## config.mk

```make
export PLATFORM = sky130hd
export DESIGN_NAME = cpwrb_bank
export DESIGN_NICKNAME = d
export VERILOG_FILES = /design/src/rtl/cpwrb_pkg.sv /design/src/rtl/cpwrb_phase_scaler.sv /design/src/rtl/cpwrb_bank.sv
export SDC_FILE = /design/constraint.sdc
export NUM_CORES = 1
export LEC_CHECK = 0
export ABC_CLOCK_PERIOD_IN_PS = 14300
export BUFFER_PORTS_ARGS = -buffer_cell sky130_fd_sc_hd__buf_2
export CAP_MARGIN = 20
export CORE_AREA = 2 2 196 198
export DETAILED_ROUTE_END_ITERATION = 12
export DIE_AREA = 0 0 198 200
export HOLD_SLACK_MARGIN = 0.08
export MAX_ROUTING_LAYER = met4
export PLACE_DENSITY_LB_ADDON = 0.25
export SETUP_SLACK_MARGIN = 0.4
export SKIP_CTS_REPAIR_TIMING = 1
export SYNTH_ARGS = -nofsm -noshare
export SYNTH_HDL_FRONTEND = slang
export SYNTH_SLANG_ARGS = --single-unit
```

## constraint.sdc

```tcl
create_clock -name REF_CLK -period 14.3 [get_ports REF_CLK]
set_input_delay 2.145 -clock REF_CLK [delete_from_list [all_inputs] [get_ports REF_CLK]]
set_output_delay 2.145 -clock REF_CLK [all_outputs]
set_load 0.05 [all_outputs]
```

## src/rtl/cpwrb_pkg.sv

```systemverilog
// Purpose: Shared constants and carrier types of the chopper and PWM register bank
// Assumes: Word indices are multiplied by four to form AXI byte addresses
// Notes:   Field positions of the readback words are listed here; the bank builds those words with fixed concatenations
`default_nettype none
package cpwrb_pkg;
  // Bus geometry
  localparam int          ADDR_W       = 10;
  localparam int          IDX_W        = 8;
  // Register word indices
  localparam logic [7:0]  IDX_CHOP     = 8'h6C;
  localparam logic [7:0]  IDX_DRVST    = 8'h6F;
  localparam logic [7:0]  IDX_PWMC     = 8'h70;
  localparam logic [7:0]  IDX_SCALE    = 8'h71;
  localparam logic [7:0]  IDX_AUTO     = 8'h72;
  localparam logic [7:0]  IDX_IRQST    = 8'h73;
  localparam logic [7:0]  IDX_IRQMSK   = 8'h74;
  // Reset values
  localparam logic [31:0] CHOP_RST     = 32'h10000053;
  localparam logic [31:0] PWMC_RST     = 32'hC10D0024;
  localparam logic [21:0] PWMC_MASK    = 22'h3FFFFF;
  // Field positions
  localparam int          PWMC_OFS_LSB = 0;
  localparam int          PWMC_GRD_LSB = 8;
  localparam int          SCALE_OFS_LSB = 16;
  localparam int          AUTO_GRD_LSB = 16;
  localparam int          STAT_LVL_LSB = 16;
  // Value limits
  localparam logic [7:0]  DUTY_MAX     = 8'hFF;
  localparam logic signed [8:0] OFS_MAX = 9'sh0FF;
  localparam logic signed [8:0] OFS_MIN = -9'sh0FF;
  localparam logic [9:0]  PHASE_B_SHIFT = 10'h100;
  // Interrupt bit positions
  localparam int          IRQ_W        = 3;
  localparam int          IRQ_CLIP     = 0;
  localparam int          IRQ_SAT      = 1;
  localparam int          IRQ_FLAG     = 2;
  // AXI responses
  localparam logic [1:0]  RESP_OKAY    = 2'h0;
  localparam logic [1:0]  RESP_SLVERR  = 2'h2;

  // Motor side inputs from the sequencer and current sensing logic
  typedef struct packed {
    logic [7:0]  meas_current;   // Measured coil current amplitude
    logic [7:0]  target_current; // Wanted coil current amplitude
    logic [7:0]  velocity;       // Present step rate, scaled
    logic [9:0]  microstep_position_counter; // Position in the wave
    logic [15:0] drv_flags;      // Raw driver status flags
    logic        standstill;     // Motor at rest
    logic        reg_strobe;     // One regulation tick
  } cpwrb_motor_in_t;

  // Scaled phase currents
  typedef struct packed {
    logic signed [8:0] phase_a;  // Phase A drive value
    logic signed [8:0] phase_b;  // Phase B drive value
  } cpwrb_phase_t;
endpackage
`default_nettype wire

```

## src/rtl/cpwrb_phase_scaler.sv

```systemverilog
// Purpose: Looks up both phase currents in the wave table and scales them by duty
// Assumes: Position and duty come from logic on REF_CLK
// Notes:   Quarter wave is a parabolic fit held as a function, one cycle latency
`default_nettype none
module cpwrb_phase_scaler
  import cpwrb_pkg::*;
(
  input  wire logic                   clk,
  input  wire logic                   rst,
  input  wire logic [9:0]             position,
  input  wire logic [7:0]             duty,
  output cpwrb_pkg::cpwrb_phase_t     phase_q
);
  // Wave table: four quadrants of a parabolic quarter wave
  function automatic logic signed [8:0] wave_at(input logic [9:0] p);
    logic [7:0]  x;
    logic [7:0]  nx;
    logic [15:0] sq;
    logic [7:0]  r;
    x  = p[8] ? ~p[7:0] : p[7:0];
    // Invert at 8 bits first, a widening cast would fill the top byte with ones
    nx = ~x;
    sq = 16'(nx) * 16'(nx);
    r  = DUTY_MAX - sq[15:8];
    wave_at = p[9] ? -$signed({1'b0, r}) : $signed({1'b0, r});
  endfunction

  // Table reads for both phases
  wire logic [9:0]         pos_b  = position + PHASE_B_SHIFT;
  wire logic signed [8:0]  tab_a  = wave_at(position);
  wire logic signed [8:0]  tab_b  = wave_at(pos_b);
  // Duty scaling products
  wire logic signed [17:0] prod_a = tab_a * $signed({1'b0, duty});
  wire logic signed [17:0] prod_b = tab_b * $signed({1'b0, duty});

  // duty scales both phases
  // B read 256 entries ahead
  always_ff @(posedge clk) begin
    if (rst) begin
      phase_q <= '0;
    end else begin
      phase_q.phase_a <= prod_a[16:8];
      phase_q.phase_b <= prod_b[16:8];
    end
  end
endmodule
`default_nettype wire

```

## src/rtl/cpwrb_bank.sv

```systemverilog
// Purpose: AXI4-Lite register bank with PWM amplitude regulator and readbacks
// Assumes: Motor side inputs are produced on REF_CLK; RST is synchronous
// Notes:   Byte address is four times the word index
// Summary of operation
// Chopper config RW, reset 0x10000053
// Driver status read-only, flags plus level
// PWM config RW, 22 bits, documented reset
// Low byte reports actual duty cycle
// Duty scales phase A and B currents
// Bits 24:16 hold signed regulation offset
// Offset follows measured current automatically
// Auto offset and gradient readback word
// Host may seed settings from autos
// Phase B reads 256 table entries ahead
// Applied duty is sum clamped 0..255
//
// Local design decision: the AXI4-Lite slave port.
`default_nettype none
module cpwrb_bank
  import cpwrb_pkg::*;
(
  input  wire logic                    REF_CLK,
  input  wire logic                    RST,
  input  wire logic [ADDR_W-1:0]       S_AXI_AWADDR,
  input  wire logic                    S_AXI_AWVALID,
  output logic                         S_AXI_AWREADY,
  input  wire logic [31:0]             S_AXI_WDATA,
  input  wire logic [3:0]              S_AXI_WSTRB,
  input  wire logic                    S_AXI_WVALID,
  output logic                         S_AXI_WREADY,
  output logic [1:0]                   S_AXI_BRESP,
  output logic                         S_AXI_BVALID,
  input  wire logic                    S_AXI_BREADY,
  input  wire logic [ADDR_W-1:0]       S_AXI_ARADDR,
  input  wire logic                    S_AXI_ARVALID,
  output logic                         S_AXI_ARREADY,
  output logic [31:0]                  S_AXI_RDATA,
  output logic [1:0]                   S_AXI_RRESP,
  output logic                         S_AXI_RVALID,
  input  wire logic                    S_AXI_RREADY,
  input  wire cpwrb_pkg::cpwrb_motor_in_t MOTOR_IN,
  output logic [31:0]                  CHOP_CFG,
  output logic [21:0]                  PWM_CFG,
  output logic [7:0]                   DUTY,
  output cpwrb_pkg::cpwrb_phase_t      PHASE_OUT,
  output logic                         IRQ
);
  import cpwrb_pkg::*;

  // Word index from a byte address
  function automatic logic [IDX_W-1:0] idx_of(input logic [ADDR_W-1:0] a);
    idx_of = a[ADDR_W-1:2];
  endfunction

  // Byte lane merge of a write into a stored word
  function automatic logic [31:0] merge(input logic [31:0] old, input logic [31:0] nw, input logic [3:0] st);
    for (int i = 0; i < 4; i++) begin
      merge[8*i +: 8] = st[i] ? nw[8*i +: 8] : old[8*i +: 8];
    end
  endfunction

  // Bus state
  logic                  aw_have_q;   // Write address held
  logic                  w_have_q;    // Write data held
  logic [ADDR_W-1:0]     awaddr_q;    // Held write address
  logic [31:0]           wdata_q;     // Held write data
  logic [3:0]            wstrb_q;     // Held byte strobes
  logic                  bvalid_q;    // Write answer pending
  logic [1:0]            bresp_q;     // Write answer code
  logic                  rvalid_q;    // Read answer pending
  logic [31:0]           rdata_q;     // Read data
  logic [1:0]            rresp_q;     // Read answer code
  // Register state
  logic [31:0]           chop_q;      // Chopper and driver configuration
  logic [31:0]           pwmc_q;      // PWM chopper configuration
  logic [IRQ_W-1:0]      irq_st_q;    // Sticky event bits
  logic [IRQ_W-1:0]      irq_msk_q;   // Interrupt enables
  // Regulator state
  logic signed [8:0]     ofs_q;       // Regulation offset
  logic [7:0]            duty_q;      // Applied duty cycle
  logic [7:0]            auto_ofs_q;  // Auto determined offset
  logic [7:0]            auto_grd_q;  // Auto determined gradient
  logic [15:0]           flags_q;     // Flags seen last cycle

  // Handshakes
  assign S_AXI_AWREADY = !aw_have_q && !bvalid_q;
  assign S_AXI_WREADY  = !w_have_q && !bvalid_q;
  assign S_AXI_ARREADY = !rvalid_q;
  wire logic aw_hs   = S_AXI_AWVALID && S_AXI_AWREADY;
  wire logic w_hs    = S_AXI_WVALID && S_AXI_WREADY;
  wire logic ar_hs   = S_AXI_ARVALID && S_AXI_ARREADY;
  wire logic wr_fire = aw_have_q && w_have_q && !bvalid_q;

  // Write decode
  wire logic [IDX_W-1:0] wr_idx   = idx_of(awaddr_q);
  wire logic wr_chop   = wr_fire && wr_idx == IDX_CHOP;
  wire logic wr_pwmc   = wr_fire && wr_idx == IDX_PWMC;
  wire logic wr_irqst  = wr_fire && wr_idx == IDX_IRQST;
  wire logic wr_irqmsk = wr_fire && wr_idx == IDX_IRQMSK;
  wire logic wr_ro     = wr_idx == IDX_DRVST || wr_idx == IDX_SCALE || wr_idx == IDX_AUTO;
  wire logic wr_known  = wr_ro || wr_idx == IDX_CHOP || wr_idx == IDX_PWMC ||
                         wr_idx == IDX_IRQST || wr_idx == IDX_IRQMSK;
  wire logic [31:0] w1c_bits = merge(32'h00000000, wdata_q, wstrb_q);
  wire logic [31:0] msk_merged = merge({29'h0, irq_msk_q}, wdata_q, wstrb_q); // Mask after lane merge

  // Calculated duty from configured offset and gradient
  wire logic [7:0]  cfg_ofs   = pwmc_q[PWMC_OFS_LSB +: 8];
  wire logic [7:0]  cfg_grd   = pwmc_q[PWMC_GRD_LSB +: 8];
  wire logic [15:0] grd_prod  = 16'(cfg_grd) * 16'(MOTOR_IN.velocity);
  wire logic [8:0]  calc_sum  = 9'(cfg_ofs) + 9'(grd_prod[15:8]);
  wire logic [7:0]  calc_duty = calc_sum[8] ? DUTY_MAX : calc_sum[7:0];
  // Sum and clamp to 0..255
  wire logic signed [10:0] app_sum = $signed({3'b000, calc_duty}) + 11'(ofs_q);
  wire logic clip_lo = app_sum < 0;
  wire logic clip_hi = app_sum > $signed({3'b000, DUTY_MAX});
  wire logic [7:0] applied = clip_lo ? 8'h00 : (clip_hi ? DUTY_MAX : app_sum[7:0]);

  // Regulator step direction
  wire logic want_up  = MOTOR_IN.meas_current < MOTOR_IN.target_current;
  wire logic want_dn  = MOTOR_IN.meas_current > MOTOR_IN.target_current;
  wire logic at_top   = ofs_q == OFS_MAX;
  wire logic at_bot   = ofs_q == OFS_MIN;
  wire logic step_up  = MOTOR_IN.reg_strobe && want_up && !at_top;
  wire logic step_dn  = MOTOR_IN.reg_strobe && want_dn && !at_bot;

  // Events
  wire logic [IRQ_W-1:0] evt;
  assign evt[IRQ_CLIP] = clip_lo || clip_hi;
  assign evt[IRQ_SAT]  = MOTOR_IN.reg_strobe && ((want_up && at_top) || (want_dn && at_bot));
  assign evt[IRQ_FLAG] = |(MOTOR_IN.drv_flags & ~flags_q);

  // Readback words
  wire logic [31:0] drvst_word = {11'h000, duty_q[7:3], MOTOR_IN.drv_flags};
  wire logic [31:0] scale_word = {7'h00, ofs_q, 8'h00, duty_q};
  wire logic [31:0] auto_word  = {8'h00, auto_grd_q, 8'h00, auto_ofs_q};
  wire logic [IDX_W-1:0] rd_idx = idx_of(S_AXI_ARADDR);
  // Status read-only word
  // Duty in the low byte
  // Auto values readback
  wire logic [31:0] rd_word =
    rd_idx == IDX_CHOP   ? chop_q :
    rd_idx == IDX_DRVST  ? drvst_word :
    rd_idx == IDX_PWMC   ? {10'h000, pwmc_q[21:0]} :
    rd_idx == IDX_SCALE  ? scale_word :
    rd_idx == IDX_AUTO   ? auto_word :
    rd_idx == IDX_IRQST  ? {29'h0, irq_st_q} :
    rd_idx == IDX_IRQMSK ? {29'h0, irq_msk_q} : 32'h00000000;
  wire logic rd_known = rd_idx inside {IDX_CHOP, IDX_DRVST, IDX_PWMC, IDX_SCALE,
                                       IDX_AUTO, IDX_IRQST, IDX_IRQMSK};

  // Write channel capture and answer
  always_ff @(posedge REF_CLK) begin
    if (RST) begin
      aw_have_q <= 1'b0;
      w_have_q  <= 1'b0;
      awaddr_q  <= '0;
      wdata_q   <= '0;
      wstrb_q   <= '0;
      bvalid_q  <= 1'b0;
      bresp_q   <= RESP_OKAY;
    end else begin
      if (aw_hs) begin
        aw_have_q <= 1'b1;
        awaddr_q  <= S_AXI_AWADDR;
      end
      if (w_hs) begin
        w_have_q <= 1'b1;
        wdata_q  <= S_AXI_WDATA;
        wstrb_q  <= S_AXI_WSTRB;
      end
      if (wr_fire) begin
        aw_have_q <= 1'b0;
        w_have_q  <= 1'b0;
        bvalid_q  <= 1'b1;
        bresp_q   <= wr_known ? RESP_OKAY : RESP_SLVERR;
      end else if (bvalid_q && S_AXI_BREADY) begin
        bvalid_q <= 1'b0;
      end
    end
  end

  // Read channel answer
  always_ff @(posedge REF_CLK) begin
    if (RST) begin
      rvalid_q <= 1'b0;
      rdata_q  <= '0;
      rresp_q  <= RESP_OKAY;
    end else if (ar_hs) begin
      rvalid_q <= 1'b1;
      rdata_q  <= rd_word;
      rresp_q  <= rd_known ? RESP_OKAY : RESP_SLVERR;
    end else if (rvalid_q && S_AXI_RREADY) begin
      rvalid_q <= 1'b0;
    end
  end

  // Chopper config storage
  // PWM config storage
  always_ff @(posedge REF_CLK) begin
    if (RST) begin
      chop_q    <= CHOP_RST;
      pwmc_q    <= PWMC_RST;
      irq_msk_q <= '0;
    end else begin
      if (wr_chop)   chop_q    <= merge(chop_q, wdata_q, wstrb_q);
      if (wr_pwmc)   pwmc_q    <= merge(pwmc_q, wdata_q, wstrb_q);
      if (wr_irqmsk) irq_msk_q <= msk_merged[IRQ_W-1:0];
    end
  end

  // Sticky events, set wins over a one written to clear
  always_ff @(posedge REF_CLK) begin
    if (RST) begin
      irq_st_q <= '0;
      flags_q  <= '0;
    end else begin
      irq_st_q <= (irq_st_q & ~(wr_irqst ? w1c_bits[IRQ_W-1:0] : '0)) | evt;
      flags_q  <= MOTOR_IN.drv_flags;
    end
  end

  // Offset integrator on current
  // Offset held within +-255
  always_ff @(posedge REF_CLK) begin
    if (RST) begin
      ofs_q <= '0;
    end else if (step_up) begin
      ofs_q <= ofs_q + 9'sh001;
    end else if (step_dn) begin
      ofs_q <= ofs_q - 9'sh001;
    end
  end

  // Applied duty register
  // Auto offset at rest, gradient in motion
  always_ff @(posedge REF_CLK) begin
    if (RST) begin
      duty_q     <= '0;
      auto_ofs_q <= '0;
      auto_grd_q <= '0;
    end else begin
      duty_q <= applied;
      if (MOTOR_IN.reg_strobe && MOTOR_IN.standstill) begin
        auto_ofs_q <= duty_q;
      end else if (MOTOR_IN.reg_strobe) begin
        auto_grd_q <= duty_q > auto_ofs_q ? duty_q - auto_ofs_q : 8'h00;
      end
    end
  end

  // Duty scales the table currents
  cpwrb_phase_scaler u_scaler (
    .clk      (REF_CLK),
    .rst      (RST),
    .position (MOTOR_IN.microstep_position_counter),
    .duty     (duty_q),
    .phase_q  (PHASE_OUT)
  );

  // Outputs
  assign S_AXI_BVALID = bvalid_q;
  assign S_AXI_BRESP  = bresp_q;
  assign S_AXI_RVALID = rvalid_q;
  assign S_AXI_RDATA  = rdata_q;
  assign S_AXI_RRESP  = rresp_q;
  assign CHOP_CFG     = chop_q;
  assign PWM_CFG      = pwmc_q[21:0] & PWMC_MASK;
  assign DUTY         = duty_q;
  assign IRQ          = |(irq_st_q & irq_msk_q);
endmodule
`default_nettype wire

```

==> results.md, run 1 <==
- Status: finished clean
- Die H: around 200 um
- DRT Wirelength: 53.2 mm
- Seq/Total Area, Yosys: between 20 and 25%
- Clock Path Buffers: 3
- Slowest-stage cell, CP: a311oi_1
- Hold Path Stages: 2
- Area leader, netlist: dfxtp_1
- Via count: roughly 17,000
- Pin count of the biggest net entering global routing: between 100 and 150
- GRT overflow: 0
- CP Capture Type: flip-flop
- Number of synthesized flops with an enable pin: 0
- Req. time, crit path: about 15 ns
- Peak supply drop: 232 uV
- Worst-Skew Late Latency: 0.54 ns
- Final Hold Fails: 0
- Cells after synthesis: about 2,500
- Final Skew: ~0.018 ns
- Type of the worst setup path: in -> reg
- Post-synth top area share: between 20% and 30%
- H-Tree Depth: 1
- FMAX: 82.2 MHz
- Vias in the first global route: 17,211
- Clock Sinks: 209
- Area contributors post-synth: dfxtp_1 21%, fa_1 20%, ha_1 11%, inv_1 6.5%, nand2_1 6.4%
- LEAKAGE: about 11 nW
- Clock root cell: clkbuf_16
- DRT Pass-1 Iters: 5
- Hold Crit Class: reg -> reg
- Average cell area after synthesis: 8.16 um2
- DRC: 0
- Top FF cell, synth: dfxtp_1
- Detailed Route Iter0 Violations: ~1,100
- Critical path fanouts, max: 67
- Seq. cell area: between 4000 and 5000 um2
- Cts bufs inserted: 24
- GP Congestion: about 0.89
- Crit-path max cell delay: around 0.62 ns
- Worst Path Arrival: about 13 ns
- Share of layout cells above drive strength 1: between 10% and 20%
- Worst hold start: awaddr_q[9]$_SDFFE_PP0P_
- Initial antenna violation count: 4
- Syn-to-layout area delta: 11.4%
- Final Cycle Share: 85.0%
- Tightest Pin Transition: 1.03 ns
- MaxCap Viol Count: 0
- I/O pin total: 237
- Endpoints failing setup: 0
- Fraction of registers with async set or reset after synthesis: 0%
- Post-DP HPWL: 41.2 mm
- Finished Core Util: between 60% and 70%
- ANT nets after route: 0
- Count of cell types in the netlist: 75
- Synth warnings: 0
- First-pass GRT wire length: approximately 86 mm
- Most common cell after layout, fill and taps aside: inv_1
- Die width: ~200 um
- Die area: 39,600 um2
- Cell Pwr Density: 227 nW/um2
- Row count: 71
- Input/output buffers: 230
- Core box area: around 37,000 um2
- Crit path time final: between 10 and 15 ns
- TritonCTS clock tree: yes
- Fin. max-slew vios: 0
- CP startpoint: MOTOR_IN[26]
- Filler cells: approximately 3,400
- Fin nets: around 3,100
- Via/cell ratio: about 5.5
- R2r startpoint: pwmc_q[11]$_SDFFE_PP0P_
- Initial Util: 54.2%
- Drt wl/cell: between 15 and 20 um
- Worst rel slew slack: a little under a third
- Most frequent cells in the layout: 349 x inv_1, 348 x nand2_1, 229 x buf_2
- R2r worst-path depth: 32
- GRT Overall Usage: 27.8%
- Clk slew on worst S/H paths: around 0.07 ns
- Critical Path Source Type: primary input
- Setup TNS: 0 ns
- Critical Path Most Common Cell: fa_1
- RSZ-0062 raised after global routing: no
- Cell Area, Synth: between 20,000 and 25,000 um2
- Yosys reg bits: between 200 and 250
- Multi-input gate area: around 14,000 um2
-- synth_stat cells, types with 17 or more instances --
| master | number |
|---|---|
| a21o_1 | 23 |
| a21oi_1 | 187 |
| a221o_1 | 20 |
| and2_1 | 112 |
| clkbuf_1 | 108 |
| dfxtp_1 | 209 |
| fa_1 | 201 |
| ha_1 | 186 |
| inv_1 | 349 |
| mux2i_1 | 27 |
| nand2_1 | 348 |
| nand2b_1 | 18 |
| nand3_1 | 106 |
| nor2_1 | 143 |
| nor2b_1 | 25 |
| nor3_1 | 38 |
| o21a_1 | 17 |
| o21ai_0 | 56 |
| or3_1 | 22 |
| xnor2_1 | 68 |
| xor2_1 | 31 |
-- sequential cells by signal, summed over array words and instances, names as in the netlist, 8 cells and up --
signal            count
awaddr_q              8
ofs_q                 9
flags_q              16
wdata_q              32
CHOP_CFG             32
u_scaler.phase_q     18
S_AXI_RDATA          32
DUTY                  8
auto_ofs_q            8
auto_grd_q            8
pwmc_q               22
-- final timing paths --
path | slack, ns | endpoint
min reg2reg | 0.45 | awaddr_q[9]$_SDFFE_PP0P_
max | 2.14 | u_scaler.phase_q[8]$_SDFF_PP0_
min | 0.45 | awaddr_q[9]$_SDFFE_PP0P_
max reg2reg | 5.92 | DUTY[4]$_SDFF_PP0_
-- metrics by stage --
stage               cells  setup WS [ns]  power (mW)  instance area, um2  hold WS (ns)
floorplan            2486           2.87        3.59               20300         0.431
global placement     3124           1.87        4.34               21800         0.440
detailed placement   3125           1.58        4.49               21800         0.445
CTS                  3169           2.12        5.14               22600         0.453
global route         3173           1.25        5.71               22600         0.472
finish               3174           2.14        5.13               22600         0.455
-- worst max-delay path: cells and delay by family --
family	cells	cell delay, ns
adders and majority gates	11	4.57
buffers and inverters	7	1.27
and+or+nand+nor	5	1.20
muxes	1	0.22
AOI/OAI and AO/OA	9	2.75
xor gates and xnor gates	1	0.39
-- power by group --
group | switching (mW) | internal (mW) | leakage (nW)
Combinational | 2.31 | 1.49 | 8.96
Clock | 0.256 | 0.355 | 0.387
Sequential | 0.0574 | 0.656 | 1.71
Total | 2.63 | 2.51 | 11.1
-- area by class of cell --
cell class | count | area share (%)
antenna | 5 | 0.0554
clock buffer | 33 | 3.03
clock inverter | 11 | 0.454
inverter | 350 | 5.81
multi-input combinational | 1805 | 63.4
sequential | 209 | 18.5
tap | 511 | 2.83
timing repair buffer | 250 | 5.88
-- routing by layer --
| metal | GRT usage (%) | vias up | routed length (um) |
|---|---|---|---|
| li1 | - | 8402 | - |
| met2 | 43.2 | 581 | 23900 |
| met1 | 37.5 | 8366 | 23500 |
| met4 | 7.30 | 0 | 1370 |
| met3 | 5.12 | 91 | 4400 |
| met5 | - | - | 0 |
-- cells by family (layout without fill, tap and decap cells) --
logic type	count (synthesis)	in the layout	synth area share, %
compound gates	395	395	12.2
xor+xnor	101	101	4.44
fa+ha+maj	387	387	31.3
buf+inv	472	644	8.82
flops	209	209	20.6
mux	30	30	1.67
other cells	1	7	0.0185
simple gates	890	890	20.9
Note: power is estimated with default switching activity, not from simulation.
==> run 2, diff against run 1 <==
Settings changed: RECOVER_POWER set to 50.
==> results.md, run 2 (synthesis gave the netlist of run 1 again) <==
- H-Tree Depth: 1
- Row count: a little over 70
- Critical Path Most Common Cell: fa_1
- Hold Crit Class: reg -> reg
- LEAKAGE: between 10 and 15 nW
- FMAX: 81.0 MHz
- Post-DP HPWL: around 40 mm
- Psw: 2.63 mW
- Syn-to-layout area delta: 10.8%
- Share of layout cells above drive strength 1: 8.58%
- Clock Path Buffers: 3
- Crit path time final: between 10 and 15 ns
- Finished layout cell area: 22,500 um2
- Clk slew on worst S/H paths: about 0.07 ns
- DRT Wirelength: between 50 and 60 mm
- Die width: between 150 and 200 um
- Via count: 17,463
- Critical path fanouts, max: 67
- Failing checks: max-capacitance violations, max-slew violations
- Cell Int Power: approximately 2.5 mW
- TritonCTS clock tree: yes
- Initial Util: between 50% and 60%
- Setup TNS: 0 ns
- Cts bufs inserted: 24
- Vias in the first global route: 17,211
- Core box area: approximately 37,000 um2
- DRT Pass-1 Iters: 5
- Peak supply drop: between 200 and 250 uV
- Setup slack at placement: between 1.5 and 2 ns
- Type of the worst setup path: in -> reg
- Dpl cell area: roughly 22,000 um2
- Seq. cell area: ~4200 um2
- GRT overflow: 0
- Input/output buffers: between 200 and 250
- Fin worst setup slack: between 1.5 and 2 ns
- Worst rel slew slack: -281%
- Flop pwr share: about 14%
- Final Skew: about 0.019 ns
- Critical Path Source Type: primary input
- Die H: ~200 um
- Drt wl/cell: about 17 um
- Pin count of the biggest net entering global routing: about 130
- Worst-Skew Late Latency: ~0.54 ns
- GRT Overall Usage: between 20% and 30%
- Via/cell ratio: between 5 and 6
- Fin. max-slew vios: approximately 130
- Final Cycle Share: a little under nine tenths
- Slowest-stage cell, CP: buf_4
- RSZ-0062 raised after global routing: no
- Combinational group share of total power: around three quarters
- ANT nets after route: 0
- First-pass GRT wire length: about 86 mm
- Clock Sinks: approximately 210
- Final Hold Fails: 0
- Fin nets: between 3,000 and 4,000
- Clock root cell: clkbuf_16
- Filler cells: between 3,000 and 4,000
- Detailed Route Iter0 Violations: 1,157
- CP Capture Type: flip-flop
- Crit-path max cell delay: between 0.6 and 0.7 ns
- Clock network fraction of design power: between 10% and 20%
- Cell Pwr Density: between 200 and 250 nW/um2
- I/O pin total: roughly 240
- Most frequent cells in the layout: 349 x inv_1, 348 x nand2_1, 209 x dfxtp_1
- Tightest Pin Transition: 5.71 ns
- Switch share: 51.2%
- Most common cell after layout, fill and taps aside: inv_1
- Status: finished, violations left
- DRC: 0
- Initial antenna violation count: 4
- Finished Core Util: between 60% and 70%
- GP Congestion: roughly 0.89
- Req. time, crit path: 14.51 ns
- Endpoints failing setup: 0
- Multi-input gate area: between 10,000 and 15,000 um2
- Total Power: slightly above 5 mW
- Worst Path Arrival: roughly 13 ns
- MaxCap Viol Count: 1
- Die area: 39,600 um2
-- run 2: cell count changes in the layout (fill, tap and decap cells not counted) --
cell	delta
clkbuf_1	+92
buf_2	-91
buf_6	-1
-- run 2: area by class of cell --
type                            count  area share [%]
Timing Repair Buffer              250            5.37
Clock buffer                       33            3.05
Inverter                          350            5.85
Antenna cell                        5          0.0557
Sequential cell                   209            18.6
Tap cell                          511            2.85
Multi-Input combinational cell   1805            63.8
Clock inverter                     11           0.457
-- run 2: worst max-delay path, delay by kind of cell --
kind,cells,cell delay (ns)
AND/OR/NAND/NOR,7,1.23
multiplexers,1,0.30
adder cells (fa/ha/maj),10,4.43
XOR/XNOR,2,0.67
AO/OA/AOI/OAI,8,2.36
buffers and inverters,8,1.34
-- run 2: per-stage QoR --
| step | hold slack, ns | cells |
|---|---|---|
| 2_1_floorplan | 0.431 | 2486 |
| 3_3_place_gp | 0.440 | 3124 |
| 3_5_place_dp | 0.445 | 3125 |
| 4_1_cts | 0.453 | 3169 |
| 5_1_grt | 0.473 | 3173 |
| 6_report | 0.455 | 3174 |
-- run 2: worst paths after layout --
kind | depth (start not counted) | endpoint | start | slack (ns)
max | 36 | u_scaler.phase_q[16]$_SDFF_PP0_ | MOTOR_IN[26] | 1.96
min | 2 | awaddr_q[9]$_SDFFE_PP0P_ | awaddr_q[9]$_SDFFE_PP0P_ | 0.45
max reg2reg | 34 | irq_st_q[0]$_SDFF_PP0_ | pwmc_q[11]$_SDFFE_PP0P_ | 5.83
min reg2reg | 2 | awaddr_q[9]$_SDFFE_PP0P_ | awaddr_q[9]$_SDFFE_PP0P_ | 0.45
-- run 2: routing by layer --
metal	global-route usage, %	routed length [um]	vias up
li1	-	-	8404
met1	37.5	23800	8431
met2	43.2	23900	543
met3	5.12	4180	85
met4	7.30	1300	0
met5	-	0	-
-- run 2: power by group through the flow --
stage	logic, mW	clock network [mW]	registers, mW
floorplan	2.77	0	0.814
global placement	3.62	0	0.722
detailed placement	3.77	0	0.723
CTS	3.81	0.619	0.711
global route	4.35	0.641	0.721
finish	3.80	0.612	0.715
